==> src/hdl/nv_host_pkg.sv <==
package nv_host_pkg;

  // Array and bus widths
  localparam int ADDR_W     = 15;
  localparam int DATA_W     = 8;
  localparam int SEQ_ADDR_W = 14;

  // Software sequence addresses, low 14 bits compared
  localparam logic [14:0] SEQ_A1      = 15'h0E38;
  localparam logic [14:0] SEQ_A2      = 15'h31C7;
  localparam logic [14:0] SEQ_A3      = 15'h03E0;
  localparam logic [14:0] SEQ_A4      = 15'h3C1F;
  localparam logic [14:0] SEQ_A5      = 15'h303F;
  localparam logic [14:0] SEQ_SAVE    = 15'h0FC0;
  localparam logic [14:0] SEQ_RESTORE = 15'h0C63;
  localparam logic [14:0] SEQ_PF_OFF  = 15'h0B45;
  localparam logic [14:0] SEQ_PF_ON   = 15'h0B46;

  // Pin timing in ns, converted to cycles at 10 MHz
  localparam int CLK_NS          = 100;
  localparam int ACCESS_NS       = 45;
  localparam int SETUP_NS        = 30;
  localparam int ACCESS_CYC      = (ACCESS_NS + CLK_NS - 1) / CLK_NS;
  localparam int SETUP_CYC       = (SETUP_NS + CLK_NS - 1) / CLK_NS;
  localparam int OP_CYC          = (ACCESS_CYC > SETUP_CYC) ? ACCESS_CYC : SETUP_CYC;
  localparam int STORE_WAIT_CYC  = 2;
  localparam int RESET_FF_VAL    = 0;

  // Host commands
  typedef enum logic [2:0] {
    CMD_READ,
    CMD_WRITE,
    CMD_SW_SAVE,
    CMD_SW_RESTORE,
    CMD_PF_OFF,
    CMD_PF_ON,
    CMD_HW_SAVE
  } cmd_e;

  typedef struct packed {
    cmd_e                cmd;
    logic [ADDR_W-1:0]   addr;
    logic [DATA_W-1:0]   wdata;
  } req_s;

  // Device pins as driven by the host
  typedef struct packed {
    logic                chip_select_n;
    logic                output_enable_n;
    logic                write_enable_n;
    logic [ADDR_W-1:0]   address_bus;
  } pins_s;

endpackage : nv_host_pkg

==> src/hdl/nv_backed_sram_control.sv <==
`timescale 1ns/1ps
// Notes on behaviour
// Read: select and output enable low, write enable and busy high.
// Read data follows address; held here until the access completes.
// Write: select and write enable low, busy high; data held to the end.
// Host holds address stable through writes and keeps output enable high.
// Device turns its drivers off if output enable low in a write.
// Saves start by busy pin, software sequence or power failure.
// Power-fail save runs from the reservoir when enabled.
// Automatic and pin saves skipped unless written since last transfer.
// Software save always runs.
// Pulling busy low starts a conditional save after a wait.
// Device holds busy low for every save; host waits for release.
// Writes after busy falls are blocked until it rises.
// Host must release busy; no access while busy is low.
// Device stays disabled until busy returns high.
// Restore at power-up runs with busy held low.
// Software save: six reads, write enable high, exact address order.
// Any other access between sequence reads aborts it.
// Save erases then programs; host issues nothing meanwhile.
// Restore sequence ends with its own address; reads clocked by select.
// Restore clears then copies; host waits for busy release.
// Power-fail save disable and enable sequences; read data returned.
// Only low 14 address bits matter for sequence recognition.
// Select high between accesses leaves the device idle.
// Output enable high except while the host samples a read.
// Device delays are parameters; host waits on the busy pin.
module nv_backed_sram_control
  import nv_host_pkg::*;
#(
  parameter int OP_CYCLES = OP_CYC,
  parameter int REQ_HOLD  = STORE_WAIT_CYC
) (
  // Clock and reset
  input  wire logic              clk_i,
  input  wire logic              arst_n_i,
  // Host request port
  input  wire logic              req_valid_i,
  input  wire req_s              req_i,
  output logic                   req_ready_o,
  output logic                   rsp_valid_o,
  output logic [DATA_W-1:0]      rsp_rdata_o,
  // Device control and address pins
  output logic                   chip_select_n_o,
  output logic                   output_enable_n_o,
  output logic                   write_enable_n_o,
  output logic [ADDR_W-1:0]      address_bus_o,
  // Data bus, three signals
  input  wire logic [DATA_W-1:0] data_bus_i,
  output logic [DATA_W-1:0]      data_bus_o,
  output logic                   data_bus_oe_o,
  // Open-drain busy pin, three signals
  input  wire logic              store_busy_n_i,
  output logic                   store_busy_n_o,
  output logic                   store_busy_n_oe_o
);

  typedef enum logic [2:0] {
    ST_IDLE,
    ST_SETUP,
    ST_ACCESS,
    ST_GAP,
    ST_HWREQ,
    ST_WAIT_BUSY
  } state_e;

  logic                 rst_a_ff;
  logic                 rst_n_ff;
  logic [DATA_W:0]      pin_sync;
  logic [DATA_W-1:0]    din_sync;
  logic                 busy_sync;

  state_e               state_ff, nxt_state;
  pins_s                pins_ff, nxt_pins;
  logic [DATA_W-1:0]    dout_ff, nxt_dout;
  logic                 doe_ff, nxt_doe;
  logic                 bdrv_ff, nxt_bdrv;
  logic                 ready_ff, nxt_ready;
  logic                 rvalid_ff, nxt_rvalid;
  logic [DATA_W-1:0]    rdata_ff, nxt_rdata;
  req_s                 cur_ff, nxt_cur;
  logic [2:0]           step_ff, nxt_step;
  logic [15:0]          cnt_ff, nxt_cnt;

  // Reset release through two flops
  always_ff @(posedge clk_i or negedge arst_n_i) begin
    if (!arst_n_i) begin
      rst_a_ff <= 1'b0;
      rst_n_ff <= 1'b0;
    end else begin
      rst_a_ff <= 1'b1;
      rst_n_ff <= rst_a_ff;
    end
  end

  // Data and busy pins come from outside the clock domain
  nv_pin_sync #(.W(DATA_W + 1)) u_sync (
    .clk_i   (clk_i),
    .rst_n_i (rst_n_ff),
    .async_i ({store_busy_n_i, data_bus_i}),
    .sync_o  (pin_sync)
  );
  assign busy_sync = pin_sync[DATA_W];
  assign din_sync  = pin_sync[DATA_W-1:0];

  // Address of step n of a software sequence
  function automatic logic [ADDR_W-1:0] seq_addr(input logic [2:0] n, input cmd_e c);
    logic [ADDR_W-1:0] a;
    a = SEQ_A1;
    case (n)
      3'h0: a = SEQ_A1;
      3'h1: a = SEQ_A2;
      3'h2: a = SEQ_A3;
      3'h3: a = SEQ_A4;
      3'h4: a = SEQ_A5;
      default: begin
        case (c)
          CMD_SW_SAVE:    a = SEQ_SAVE;
          CMD_SW_RESTORE: a = SEQ_RESTORE;
          CMD_PF_OFF:     a = SEQ_PF_OFF;
          default:        a = SEQ_PF_ON;
        endcase
      end
    endcase
    // Top bit is ignored by the device; drive it low
    return {1'b0, a[SEQ_ADDR_W-1:0]};
  endfunction : seq_addr

  function automatic logic is_seq(input cmd_e c);
    return (c == CMD_SW_SAVE) || (c == CMD_SW_RESTORE) ||
           (c == CMD_PF_OFF) || (c == CMD_PF_ON);
  endfunction : is_seq

  // Sequencer next state
  always_comb begin
    nxt_state  = state_ff;
    nxt_pins   = pins_ff;
    nxt_dout   = dout_ff;
    nxt_doe    = doe_ff;
    nxt_bdrv   = bdrv_ff;
    nxt_ready  = 1'b0;
    nxt_rvalid = 1'b0;
    nxt_rdata  = rdata_ff;
    nxt_cur    = cur_ff;
    nxt_step   = step_ff;
    nxt_cnt    = cnt_ff;
    case (state_ff)
      ST_IDLE: begin
        // Accept only while busy is high; device is disabled otherwise
        if (ready_ff && req_valid_i) begin
          nxt_cur  = req_i;
          nxt_step = 3'h0;
          nxt_cnt  = 16'h0000;
          if (req_i.cmd == CMD_HW_SAVE) begin
            nxt_bdrv  = 1'b1;
            nxt_state = ST_HWREQ;
          end else begin
            nxt_pins.address_bus = is_seq(req_i.cmd) ? seq_addr(3'h0, req_i.cmd) : req_i.addr;
            nxt_state = ST_SETUP;
          end
        end else begin
          nxt_ready = busy_sync && !ready_ff && !rvalid_ff;
        end
      end
      ST_SETUP: begin
        // Address already stable; now assert the strobes
        nxt_pins.chip_select_n = 1'b0;
        if (cur_ff.cmd == CMD_WRITE) begin
          nxt_pins.write_enable_n  = 1'b0;
          nxt_pins.output_enable_n = 1'b1;
          nxt_dout = cur_ff.wdata;
          nxt_doe  = 1'b1;
        end else begin
          nxt_pins.write_enable_n  = 1'b1;
          nxt_pins.output_enable_n = 1'b0;
        end
        nxt_cnt   = 16'h0000;
        nxt_state = ST_ACCESS;
      end
      ST_ACCESS: begin
        nxt_cnt = cnt_ff + 16'h0001;
        // Synchroniser adds two cycles before read data is seen
        if (cnt_ff >= 16'(OP_CYCLES + 2)) begin
          nxt_rdata = din_sync;
          nxt_pins.chip_select_n   = 1'b1;
          nxt_pins.output_enable_n = 1'b1;
          nxt_pins.write_enable_n  = 1'b1;
          nxt_state = ST_GAP;
        end
      end
      ST_GAP: begin
        // Data released one cycle after strobes so the write latches it
        nxt_doe = 1'b0;
        if (is_seq(cur_ff.cmd) && step_ff != 3'h5) begin
          // Back-to-back sequence reads, nothing in between
          nxt_step = step_ff + 3'h1;
          nxt_pins.address_bus = seq_addr(step_ff + 3'h1, cur_ff.cmd);
          nxt_state = ST_SETUP;
        end else begin
          nxt_rvalid = (cur_ff.cmd == CMD_READ) || (cur_ff.cmd == CMD_PF_OFF) ||
                       (cur_ff.cmd == CMD_PF_ON);
          nxt_cnt   = 16'h0000;
          nxt_state = ST_WAIT_BUSY;
        end
      end
      ST_HWREQ: begin
        // Hold the request long enough for the device to see it
        nxt_cnt = cnt_ff + 16'h0001;
        if (cnt_ff >= 16'(REQ_HOLD + 2)) begin
          nxt_bdrv  = 1'b0;
          nxt_cnt   = 16'h0000;
          nxt_state = ST_WAIT_BUSY;
        end
      end
      ST_WAIT_BUSY: begin
        // Let the device pull busy before trusting a high level
        nxt_cnt = (cnt_ff == 16'hFFFF) ? cnt_ff : cnt_ff + 16'h0001;
        if (cnt_ff >= 16'(REQ_HOLD + 4) && busy_sync) begin
          nxt_ready = 1'b1;
          nxt_state = ST_IDLE;
        end
      end
      default: nxt_state = ST_IDLE;
    endcase
  end

  // Sequencer registers
  always_ff @(posedge clk_i or negedge rst_n_ff) begin
    if (!rst_n_ff) begin
      state_ff  <= ST_WAIT_BUSY; // Pin level unknown until the synchroniser fills
      pins_ff   <= '{chip_select_n: 1'b1, output_enable_n: 1'b1,
                     write_enable_n: 1'b1, address_bus: '0};
      dout_ff   <= 8'h00;
      doe_ff    <= 1'b0;
      bdrv_ff   <= 1'b0;
      ready_ff  <= 1'b0;
      rvalid_ff <= 1'b0;
      rdata_ff  <= 8'h00;
      cur_ff    <= '0;
      step_ff   <= 3'h0;
      cnt_ff    <= 16'h0000;
    end else begin
      state_ff  <= nxt_state;
      pins_ff   <= nxt_pins;
      dout_ff   <= nxt_dout;
      doe_ff    <= nxt_doe;
      bdrv_ff   <= nxt_bdrv;
      ready_ff  <= nxt_ready;
      rvalid_ff <= nxt_rvalid;
      rdata_ff  <= nxt_rdata;
      cur_ff    <= nxt_cur;
      step_ff   <= nxt_step;
      cnt_ff    <= nxt_cnt;
    end
  end

  // All outputs straight from flops, except store_busy_n_o, which is tied low
  assign req_ready_o       = ready_ff;
  assign rsp_valid_o       = rvalid_ff;
  assign rsp_rdata_o       = rdata_ff;
  assign chip_select_n_o   = pins_ff.chip_select_n;
  assign output_enable_n_o = pins_ff.output_enable_n;
  assign write_enable_n_o  = pins_ff.write_enable_n;
  assign address_bus_o     = pins_ff.address_bus;
  assign data_bus_o        = dout_ff;
  assign data_bus_oe_o     = doe_ff;
  assign store_busy_n_o    = 1'b0;
  assign store_busy_n_oe_o = bdrv_ff;

endmodule : nv_backed_sram_control

==> src/hdl/nv_pin_sync.sv <==
`timescale 1ns/1ps
module nv_pin_sync
  import nv_host_pkg::*;
#(
  parameter int W = 1
) (
  // Clock and reset
  input  wire logic         clk_i,
  input  wire logic         rst_n_i,
  // Async pins in, synchronised copy out
  input  wire logic [W-1:0] async_i,
  output logic      [W-1:0] sync_o
);

  logic [W-1:0] meta_ff;
  logic [W-1:0] sync_ff;

  // Two flops; first stage read only by the second
  always_ff @(posedge clk_i or negedge rst_n_i) begin
    if (!rst_n_i) begin
      meta_ff <= {W{1'b1}};
      sync_ff <= {W{1'b1}};
    end else begin
      meta_ff <= async_i;
      sync_ff <= meta_ff;
    end
  end

  assign sync_o = sync_ff;

endmodule : nv_pin_sync

==> config.mk <==
export PLATFORM = sky130hd
export DESIGN_NAME = nv_backed_sram_control
export DESIGN_NICKNAME = d
export VERILOG_FILES = /design/src/hdl/nv_host_pkg.sv /design/src/hdl/nv_backed_sram_control.sv /design/src/hdl/nv_pin_sync.sv
export SDC_FILE = /design/constraint.sdc
export NUM_CORES = 1
export LEC_CHECK = 0
export BUFFER_PORTS_ARGS = -buffer_cell sky130_fd_sc_hd__buf_2
export CAP_MARGIN = 0
export CORE_MARGIN = 10
export CORE_UTILIZATION = 60
export CTS_CLUSTER_DIAMETER = 60
export DETAILED_ROUTE_END_ITERATION = 8
export HOLD_SLACK_MARGIN = 0.02
export PLACE_DENSITY_LB_ADDON = 0.12
export SETUP_SLACK_MARGIN = 0.05
export SLEW_MARGIN = 0
export SYNTH_ARGS = -nofsm -noshare
export SYNTH_HDL_FRONTEND = slang
export SYNTH_SLANG_ARGS = --single-unit
export TNS_END_PERCENT = 30
==> constraint.sdc <==
create_clock -name clk_i -period 5.05 [get_ports clk_i]
set_input_delay 0.505 -clock clk_i [delete_from_list [all_inputs] [get_ports clk_i]]
set_output_delay 0.505 -clock clk_i [all_outputs]
set_load 0.01 [all_outputs]
## After elaboration in Yosys (flattened, before gate mapping)

Index checks and enable logic that the tools add are counted.

| word-level totals | value |
|---|---|
| bits in registers | 91 |
| input bits | 38 |
| output and inout port bits | 39 |
| logic and storage cells | 124 |

| cells by class | value |
|---|---|
| add/subtract/negate cells | 2 |
| $lt $le $gt $ge | 3 |
| eq/ne operators | 31 |
| multiplexer cells | 36 |
| reductions and logical operators | 33 |

Operators by type and width:

| operator | count |
|---|---|
| $pmux 16 s6 | 1 |
| $pmux 14 s5 | 1 |
| $mux 16 | 4 |
| $mux 15 | 4 |
| $pmux 11 s3 | 1 |
| $ge 16x3->1 const B | 2 |
| $pmux 15 s2 | 1 |
| $mux 3 | 9 |
| $eq 3x2->1 const B | 8 |
| $eq 3x3->1 const B | 8 |
| $ne 2x2->1 const B | 10 |
| $pmux 3 s6 | 1 |
| $add 16x1->16 const B | 1 |
| $eq 16x16->1 const B | 1 |
| $ge 16x2->1 const B | 1 |
| $reduce_and 4->1 | 4 |
| $pmux 3 s2 | 2 |
| $reduce_and 2->1 | 5 |
| $eq 3x1->1 const B | 3 |
| $logic_not 3->1 | 3 |
| $logic_or 1x1->1 | 8 |
| $mux 1 | 8 |
| $reduce_bool 2->1 | 4 |
| $pmux 1 s2 | 3 |
| other kinds (7) | 12 |

## Depth between registers and ports, before layout

Gate-level depths: netlist (run 1).

| depth | value |
|---|---|
| word-level depth | 8 |
| depth in mapped cells | 8 |
| gate-level depth less buffers | 7 |

## Modules after synthesis

Synthesis (run 1) repeated with hierarchy kept, for this count alone.

| second synthesis, totals | value |
|---|---|
| cells, all modules | 419 |
| area total of the unflattened synthesis | 4232.8 um^2 |

By module, submodules not included:

| module | times used | cells an instance | area each (um^2) | sequential area each (um^2) |
|---|---|---|---|---|
| nv_backed_sram_control | 1 | 401 | 3759.9 | 1833.0 |
| nv_pin_sync | 1 | 18 | 473.0 | 473.0 |

## Worst setup path before layout (run 1)

Ideal clock, no wire load.

| timing path | value |
|---|---|
| path kind | reg-to-reg |
| from | register cnt_ff[0] |
| to | register cnt_ff[5] |
| setup time | 129 ps |
| arrival time | 2172 ps |
| data required time | 4921 ps |
| path slack | 2749 ps |
| cell stages (with the launch flop) | 9 |
| buffers on the path | 2 |
| clock period less this slack | 2301 ps |
| cell sequence | dfrtp_1 ha_1 bufbuf_16 nand2_1 or4_4 o311ai_4 or2b_1 buf_6 o41ai_1 |

| between the ends | value |
|---|---|
| word-level cells in the longest chain between the ends | 3 |
| elaborated cells on any way between the ends | 8 |
| those cells by class | 1 x add/sub; 1 x order compare; 2 x eq/ne; 3 x mux; 1 x reduce/logical |

Ends and longest elaborated chain:

| what | line | source |
|---|---|---|
| start: declaration | nv_backed_sram_control.sv:83 | `logic [15:0] cnt_ff, nxt_cnt;` |
| start signal: assignment | nv_backed_sram_control.sv:253 | `cnt_ff <= nxt_cnt;` |
| $add 16x1->16 (tied with other cells) | nv_backed_sram_control.sv:181, nv_backed_sram_control.sv:208, nv_backed_sram_control.sv:217 |  |
| $mux 16 (tied with other cells) | nv_backed_sram_control.sv:217 | `nxt_cnt = (cnt_ff == 16'hFFFF) ? cnt_ff : cnt_ff + 16'h0001;` |
| $pmux 16 s6 / $reduce_and 4->1 (equally long branches) | n/a |  |

Parallel ways exist; a longest one is shown, timed or not. The select of a mux whose other input is x is not followed.
A chain may end at the register's enable or synchronous reset.

## Worst setup path in the final report (run 1)

| timing path | value |
|---|---|
| from | register cnt_ff[1] |
| to | register cnt_ff[6] |

Same word-level chain as after synthesis.

==> results.json, run 1 <==
{
  "cts_inserted_buffers": 9,
  "floorplan.initialDensity": 0.618,
  "worstSkewPairLatency_ns": 0.36,
  "period_minus_slack_ns": 2.76,
  "postSynth.asyncResetShare": 1.00,
  "placementRows": 30,
  "die_area_um2": 10700,
  "route.final.wire_length_mm": 8.69,
  "syn-num-nets": 426,
  "cts.sink_count": 91,
  "drv_cap": 0,
  "place.gp.congestion": 0.874,
  "internal_power_mw": 1.53,
  "syn-mean-instance-area_um2": 11.0,
  "fin_hold_ws_ns": 0.201,
  "path_clk_slew_ns": 0.09,
  "crit_path_max_incr_delay_ns": 0.66,
  "vias_per_cell": 5.58,
  "rrSetupSlack_ns": 2.29,
  "end_kind": "flip-flop",
  "setup_ws_ns": 2.29,
  "num-nets-final": 495,
  "ys.flop_type": "dfrtp_1",
  "wl_per_cell_um": 15.8,
  "port_buffers": 75,
  "clock_skew_ns": 0.0161,
  "dp_slack_ns": 2.30,
  "largest_voltage_drop_on_the_vdd_net_uv": 314,
  "rsz0062_at_grt": "false",
  "antenna_found_initial": 0,
  "worstReg2RegStart": "cnt_ff[1]",
  "fp.dieH_um": 104,
  "crit_path_start_kind": "flip-flop",
  "synth_edf_count": 0,
  "worstHoldPathType": "reg2async",
  "final_total_power_mw": 2.45,
  "drc": 0,
  "p_seq_frac": 0.442,
  "fin_cells": 551,
  "first_pass_iters": 4,
  "crit_slowest_cell": "o311ai_4",
  "max_root_sink_buffers": 2,
  "max_slew_margin": 0.454,
  "groute.usage.overall": 0.164,
  "timing.setup.tns_ns": 0,
  "grt_start_max_net_pins": 69,
  "io_pins": 77,
  "sw_frac_of_total": 0.374,
  "total_leakage_power_nw": 2.29,
  "drive_gt1_frac": 0.341,
  "final_design_area_no_fill_um2": 4750,
  "synth.yosys.warnings": 0,
  "cp_max_fo": 19,
  "place_area_um2": 4540,
  "detailed_place_hpwl_mm": 6.32,
  "critical_path.startpoint": "cnt_ff[1]",
  "route.vias.total": 3072,
  "design.core.area_um2": 6790,
  "antenna-diode-count": 0,
  "total_instance_count_after_detailed_placement": 534,
  "path_cells": "ha_1, nand2_1, or4_4, o311ai_4, or2b_1, o22ai_1",
  "worst_setup_path_category": "reg2reg",
  "power.density_nw_per_um2": 515,
  "postCtsHoldBufs": 1,
  "die_w_um": 104,
  "status": "completed",
  "final_hold_violations": 0,
  "detail-route-antenna-nets": 0,
  "syn_area_um2": 4200,
  "fin_crit_sh": 0.547,
  "cts_htree_levels": 3,
  "grt_overflow_total": 0,
  "cts_tree": "done",
  "syn-instance-count": 381,
  "cts.root.buffer_cell": "clkbuf_8",
  "clock_power_share": 0.201,
  "switchingPower_mw": 0.916,
  "worst-slew-pin-transition_ns": 0.819,
  "r2r.worst_path.cells": 6,
  "critical_path.reg2reg.endpoint": "cnt_ff[6]",
  "netlist-cell-type-count": 60,
  "grt_first_pass_wirelength_mm": 14.9,
  "report.final.setup_viol": 0,
  "power_frac_comb": 0.357,
  "finalMaxSlewViolations": 0,
  "drt_iter0_drc": 223,
  "vias_in_the_first_global_route": 3076,
  "postSynthRegisterBits": 91,
  "syn_to_final_growth_pct": 13.2,
  "cts.repair_timing.setup_buffer_count": 0,
  "worst_setup_path_endpoint": "cnt_ff[6]",
  "critPathArrivalTime_ns": 2.98,
  "final_core_util": 0.699,
  "achievable-frequency_ghz": 0.362,
  "post_cts_resized": 0,
  "seq_total_area_yosys": 0.549,
  "worst_ep_required_time_ns": 5.26
}
-- layout make-up --
cell class                 count  area, µm²
clock buffer                  10        128
clock inverter                 6       71.3
fill                         510       2040
inverter                      16       60.1
multi-input combinational    255       1670
sequential                    91       2310
tap                           96        120
timing repair buffer          77        393
-- layer usage --
layer | wire length [µm] | global-route usage
met3 | 646 | 0.0589
met5 | 0 | 0
met4 | 63 | 0.0454
met1 | 4100 | 0.218
met2 | 3880 | 0.245
-- cells in the final DEF (no fill, tap or decap), drive strengths merged, types with 10 or more instances in the layout --
cell type / Yosys / final
a21oi: 37 / 37
clkbuf: 13 / 10
mux2: 27 / 27
nor2: 29 / 29
dfrtp: 68 / 68
buf: 5 / 76
o21ai: 20 / 20
inv: 16 / 19
dfstp: 23 / 23
nand2: 26 / 26
nand3: 15 / 15
-- power groups by stage --
| stage | clock [mW] | sequential, mW | combinational (mW) |
|---|---|---|---|
| 2_1_floorplan | 0 | 1.10 | 0.671 |
| 3_3_place_gp | 0 | 1.08 | 0.866 |
| 3_5_place_dp | 0 | 1.09 | 0.878 |
| 4_1_cts | 0.504 | 1.08 | 0.884 |
| 5_1_grt | 0.535 | 1.12 | 0.987 |
| 6_report | 0.491 | 1.08 | 0.874 |
-- cells in the mapped netlist, drive strengths merged (2+ instances only) --
cell type | n | area, µm²
or2 | 3 | 18.8
clkbuf | 13 | 80.1
dfrtp | 68 | 1700
o21a | 2 | 15.0
mux2 | 27 | 304
o22ai | 5 | 31.3
nand2 | 26 | 97.6
a22o | 3 | 26.3
o2bb2ai | 4 | 35.0
mux2i | 3 | 30.0
a31oi | 6 | 37.5
inv | 16 | 60.1
a21o | 3 | 26.3
o31ai | 5 | 37.5
nand2b | 6 | 37.5
or4 | 2 | 18.8
o21ai | 20 | 104
o41ai | 2 | 17.5
conb | 2 | 7.51
a21oi | 37 | 189
nand3 | 15 | 75.1
nor2 | 29 | 109
nor2b | 2 | 12.5
nand4 | 9 | 56.3
ha | 7 | 87.6
nor4 | 5 | 31.3
buf | 5 | 48.8
nor3 | 5 | 25.0
and3 | 4 | 26.3
and2 | 2 | 12.5
dfstp | 23 | 604
o221ai | 2 | 17.5
-- worst min path at each step --
| stage | from | to | slack, ns | cells past startpoint |
|---|---|---|---|---|
| 2_1_floorplan | arst_n_i | rst_a_ff | 0.21 | 0 |
| 3_3_place_gp | rst_n_ff | rsp_rdata_o[3] | 0.20 | 0 |
| 3_5_place_dp | rst_n_ff | rsp_rdata_o[1] | 0.21 | 0 |
| 4_1_cts | rst_n_ff | rsp_rdata_o[3] | 0.21 | 0 |
| 5_1_grt | data_bus_i[2] | u_sync.meta_ff[2] | 0.22 | 1 |
| 6_report | rst_n_ff | rsp_rdata_o[3] | 0.20 | 0 |
-- worst max-delay path, delay by kind of cell (launching register included) --
| family | cells | cell delay [ns] |
|---|---|---|
| adders and majority gates | 1 | 0.34 |
| AOI/OAI and AO/OA | 2 | 0.78 |
| DFF | 1 | 0.41 |
| and+or+nand+nor | 3 | 1.09 |
-- cells by family after synthesis --
family          after synthesis  synth area share
xor+xnor                      2           0.00417
flops                        91             0.549
simple gates                116             0.140
mux                          30            0.0796
other cells                   2           0.00179
compound gates               98             0.151
buf+inv                      35            0.0528
fa+ha+maj                     7            0.0209
-- registers in the layout, indices dropped and copies added, names as in the netlist --
name	count
cnt_ff	16
address_bus_o	15
cur_ff	11
u_sync.meta_ff	9
u_sync.sync_o	9
data_bus_o	8
rsp_rdata_o	8
state_ff	3
step_ff	3
chip_select_n_o	1
data_bus_oe_o	1
output_enable_n_o	1
req_ready_o	1
rsp_valid_o	1
rst_a_ff	1
rst_n_ff	1
store_busy_n_oe_o	1
write_enable_n_o	1
Power figures use the tool's default switching activity.
==> run 2: changes to the inputs <==
--- a/config.mk
+++ b/config.mk
@@ -8,7 +8,7 @@
 export BUFFER_PORTS_ARGS = -buffer_cell sky130_fd_sc_hd__buf_2
 export CAP_MARGIN = 0
 export CORE_MARGIN = 10
-export CORE_UTILIZATION = 60
+export CORE_UTILIZATION = 55
 export CTS_CLUSTER_DIAMETER = 60
 export DETAILED_ROUTE_END_ITERATION = 8
 export HOLD_SLACK_MARGIN = 0.02
==> constraint.sdc (replaced) <==
create_clock -name clk_i -period 2.8 [get_ports clk_i]
set_input_delay 0.28 -clock clk_i [delete_from_list [all_inputs] [get_ports clk_i]]
set_output_delay 0.28 -clock clk_i [all_outputs]
set_load 0.01 [all_outputs]
==> run 2 against run 1 <==
Sequential power grew 80%. Setup slack lost 2.0 ns. Final cell count grew 3.1%. Worst hold slack lost 0.055 ns. Utilization shrank 3.1 points. Register-to-register slack lost 2.0 ns. Via count grew 2.8%. Cell area grew 3.1%. Sequential share of layout area shrank 1.5 points. Clock-buffer cell count is the same. Flip-flop and latch count is the same. Power grew 84%.
==> results.json, run 2 (synthesis results as in run 1) <==
{
  "cts_inserted_buffers": 9,
  "port_buffers": 75,
  "wl_per_cell_um": 15.8,
  "floorplan.initialDensity": 0.573,
  "total_instance_count_after_detailed_placement": 542,
  "worstHoldPathCells": 2,
  "fp.dieH_um": 107,
  "worstSkewPairLatency_ns": 0.36,
  "rrSetupSlack_ns": 0.29,
  "drv_cap": 0,
  "final_hold_violations": 0,
  "detail-route-antenna-nets": 0,
  "crit_slowest_cell": "nor4_1",
  "critical_path.reg2reg.endpoint": "cnt_ff[5]",
  "worst_setup_path_category": "reg2reg",
  "timing.hold.worst_endpoint": "cur_ff[1]",
  "cts_htree_levels": 3,
  "antenna-diode-count": 0,
  "total_leakage_power_nw": 2.36,
  "largest-register": "cnt_ff",
  "achievable-frequency_ghz": 0.398,
  "design.core.area_um2": 7330,
  "path_cells": "nor4_1, nand4_1, nand2_1, or2b_1, o41ai_1",
  "fin_crit_sh": 0.898,
  "placementRows": 31,
  "layout_commonest_cell": "buf_2",
  "worst_ep_required_time_ns": 3.04,
  "wl_met3_mm": 1.01,
  "num-nets-final": 509,
  "grt_first_pass_wirelength_mm": 15.2,
  "top_library_cells_by_usage_in_the_layout_fill_and_taps_aside": "buf_2, dfrtp_1, a21oi_1",
  "finalMaxSlewViolations": 0,
  "first_pass_iters": 4,
  "r2r.worst_path.cells": 5,
  "die_w_um": 107,
  "route.final.wire_length_mm": 8.95,
  "drc": 0,
  "die_area_um2": 11500,
  "report.final.setup_viol": 0,
  "cts_tree": "done",
  "vias_per_cell": 5.56,
  "timing.setup.tns_ns": 0,
  "critPathArrivalTime_ns": 2.76,
  "drt_iter0_drc": 165,
  "max_slew_margin": 0.598,
  "cts.sink_count": 91,
  "cts.root.buffer_cell": "clkbuf_8",
  "path_clk_slew_ns": 0.10,
  "io_pins": 77,
  "fillerInstances": 573,
  "end_kind": "flip-flop",
  "largest_register_ff_count": 16,
  "dr.max_layer_used": "met4",
  "drive_gt1_frac": 0.341,
  "syn_to_final_growth_pct": 16.7,
  "detailed_place_hpwl_mm": 6.41,
  "route.met2.wl_mm": 3.79,
  "worstHoldPathType": "in2reg",
  "period_minus_slack_ns": 2.51,
  "crit_path_max_incr_delay_ns": 0.51,
  "route.vias.total": 3159,
  "fin_cells": 568,
  "power.density_nw_per_um2": 921,
  "max_root_sink_buffers": 2,
  "rsz0062_at_grt": "false",
  "place.gp.congestion": 0.870,
  "worst-slew-pin-transition_ns": 0.603,
  "worstReg2RegStart": "cnt_ff[14]",
  "largest_voltage_drop_on_the_vdd_net_uv": 589,
  "antenna_found_initial": 0,
  "post_cts_resized": 0,
  "vias_in_the_first_global_route": 3219,
  "grt_overflow_total": 0,
  "status": "completed",
  "crit_path_start_kind": "flip-flop",
  "wl_met1_mm": 4.01,
  "groute.usage.overall": 0.159,
  "clock_skew_ns": 0.0139,
  "min-delay-start": "req_i[1]",
  "grt_start_max_net_pins": 90,
  "cp_max_fo": 10
}
[run 2: changes by cell type in the layout (fill, tap and decap cells not counted), sizes merged]
| cell | previous run | this run |
|---|---|---|
| buf | 76 | 81 |
| inv | 19 | 18 |
| clkinv | 0 | 1 |
| dlygate4sd3 | 1 | 10 |
[run 2: where the power goes]
group	switching, mW	internal (mW)	total [mW]
Combinational	0.942	0.722	1.66
Clock	0.483	0.424	0.907
Sequential	0.270	1.67	1.94
Total	1.70	2.82	4.51
[run 2: cell type report]
type,instances,area [µm²],area share
Clock inverter,6,73.8,0.0151
Multi-Input combinational cell,255,1670,0.341
Clock buffer,10,128,0.0261
Inverter,16,60.1,0.0123
Tap cell,99,124,0.0253
Sequential cell,91,2310,0.472
Timing Repair Buffer,91,533,0.109
[run 2: how the worst max path moves through the flow]
stage                     cells after the start         from  slack, ns                to
final                                         5   cnt_ff[14]       0.29         cnt_ff[5]
after global routing                          5   cnt_ff[14]       0.12         cnt_ff[5]
after CTS                                     5  state_ff[2]       0.32         cnt_ff[5]
after detailed placement                      5  state_ff[2]       0.32         cnt_ff[5]
after global placement                        5  state_ff[2]       0.47         cnt_ff[5]
after floorplan                               0     rst_n_ff       0.12  address_bus_o[0]
[run 2: layer usage]
| layer | global-route usage | vias up |
|---|---|---|
| met4 | 0.0620 | 0 |
| met1 | 0.201 | 1505 |
| li1 | - | 1527 |
| met3 | 0.0731 | 13 |
| met5 | 0 | - |
| met2 | 0.233 | 114 |
[run 2: worst max-delay path: cells and delay by family, from the launching register on]
family           cells  cell delay [ns]
flip-flops           1             0.43
AND/OR/NAND/NOR      4             1.59
AO/OA/AOI/OAI        1             0.40
[run 2: per-stage QoR]
step / utilization / hold slack [ns] / power [mW] / instance area [µm²] / worst slack [ns]
after floorplan: - / -0.0156 / 3.19 / 4200 / 0.118
after detailed placement: 0.627 / 0.0656 / 3.62 / 4600 / 0.322
after global routing: 0.668 / 0.135 / 4.86 / 4900 / 0.124
after CTS: 0.668 / 0.133 / 4.55 / 4900 / 0.318
after global placement: 0.627 / 0.0638 / 3.58 / 4600 / 0.471
final: 0.668 / 0.146 / 4.51 / 4900 / 0.286
[run 2: what timing repair did]
item,4_1_cts,5_1_grt
hold endpoints to repair,11,0
setup buffers,0,0
hold buffers,10,0
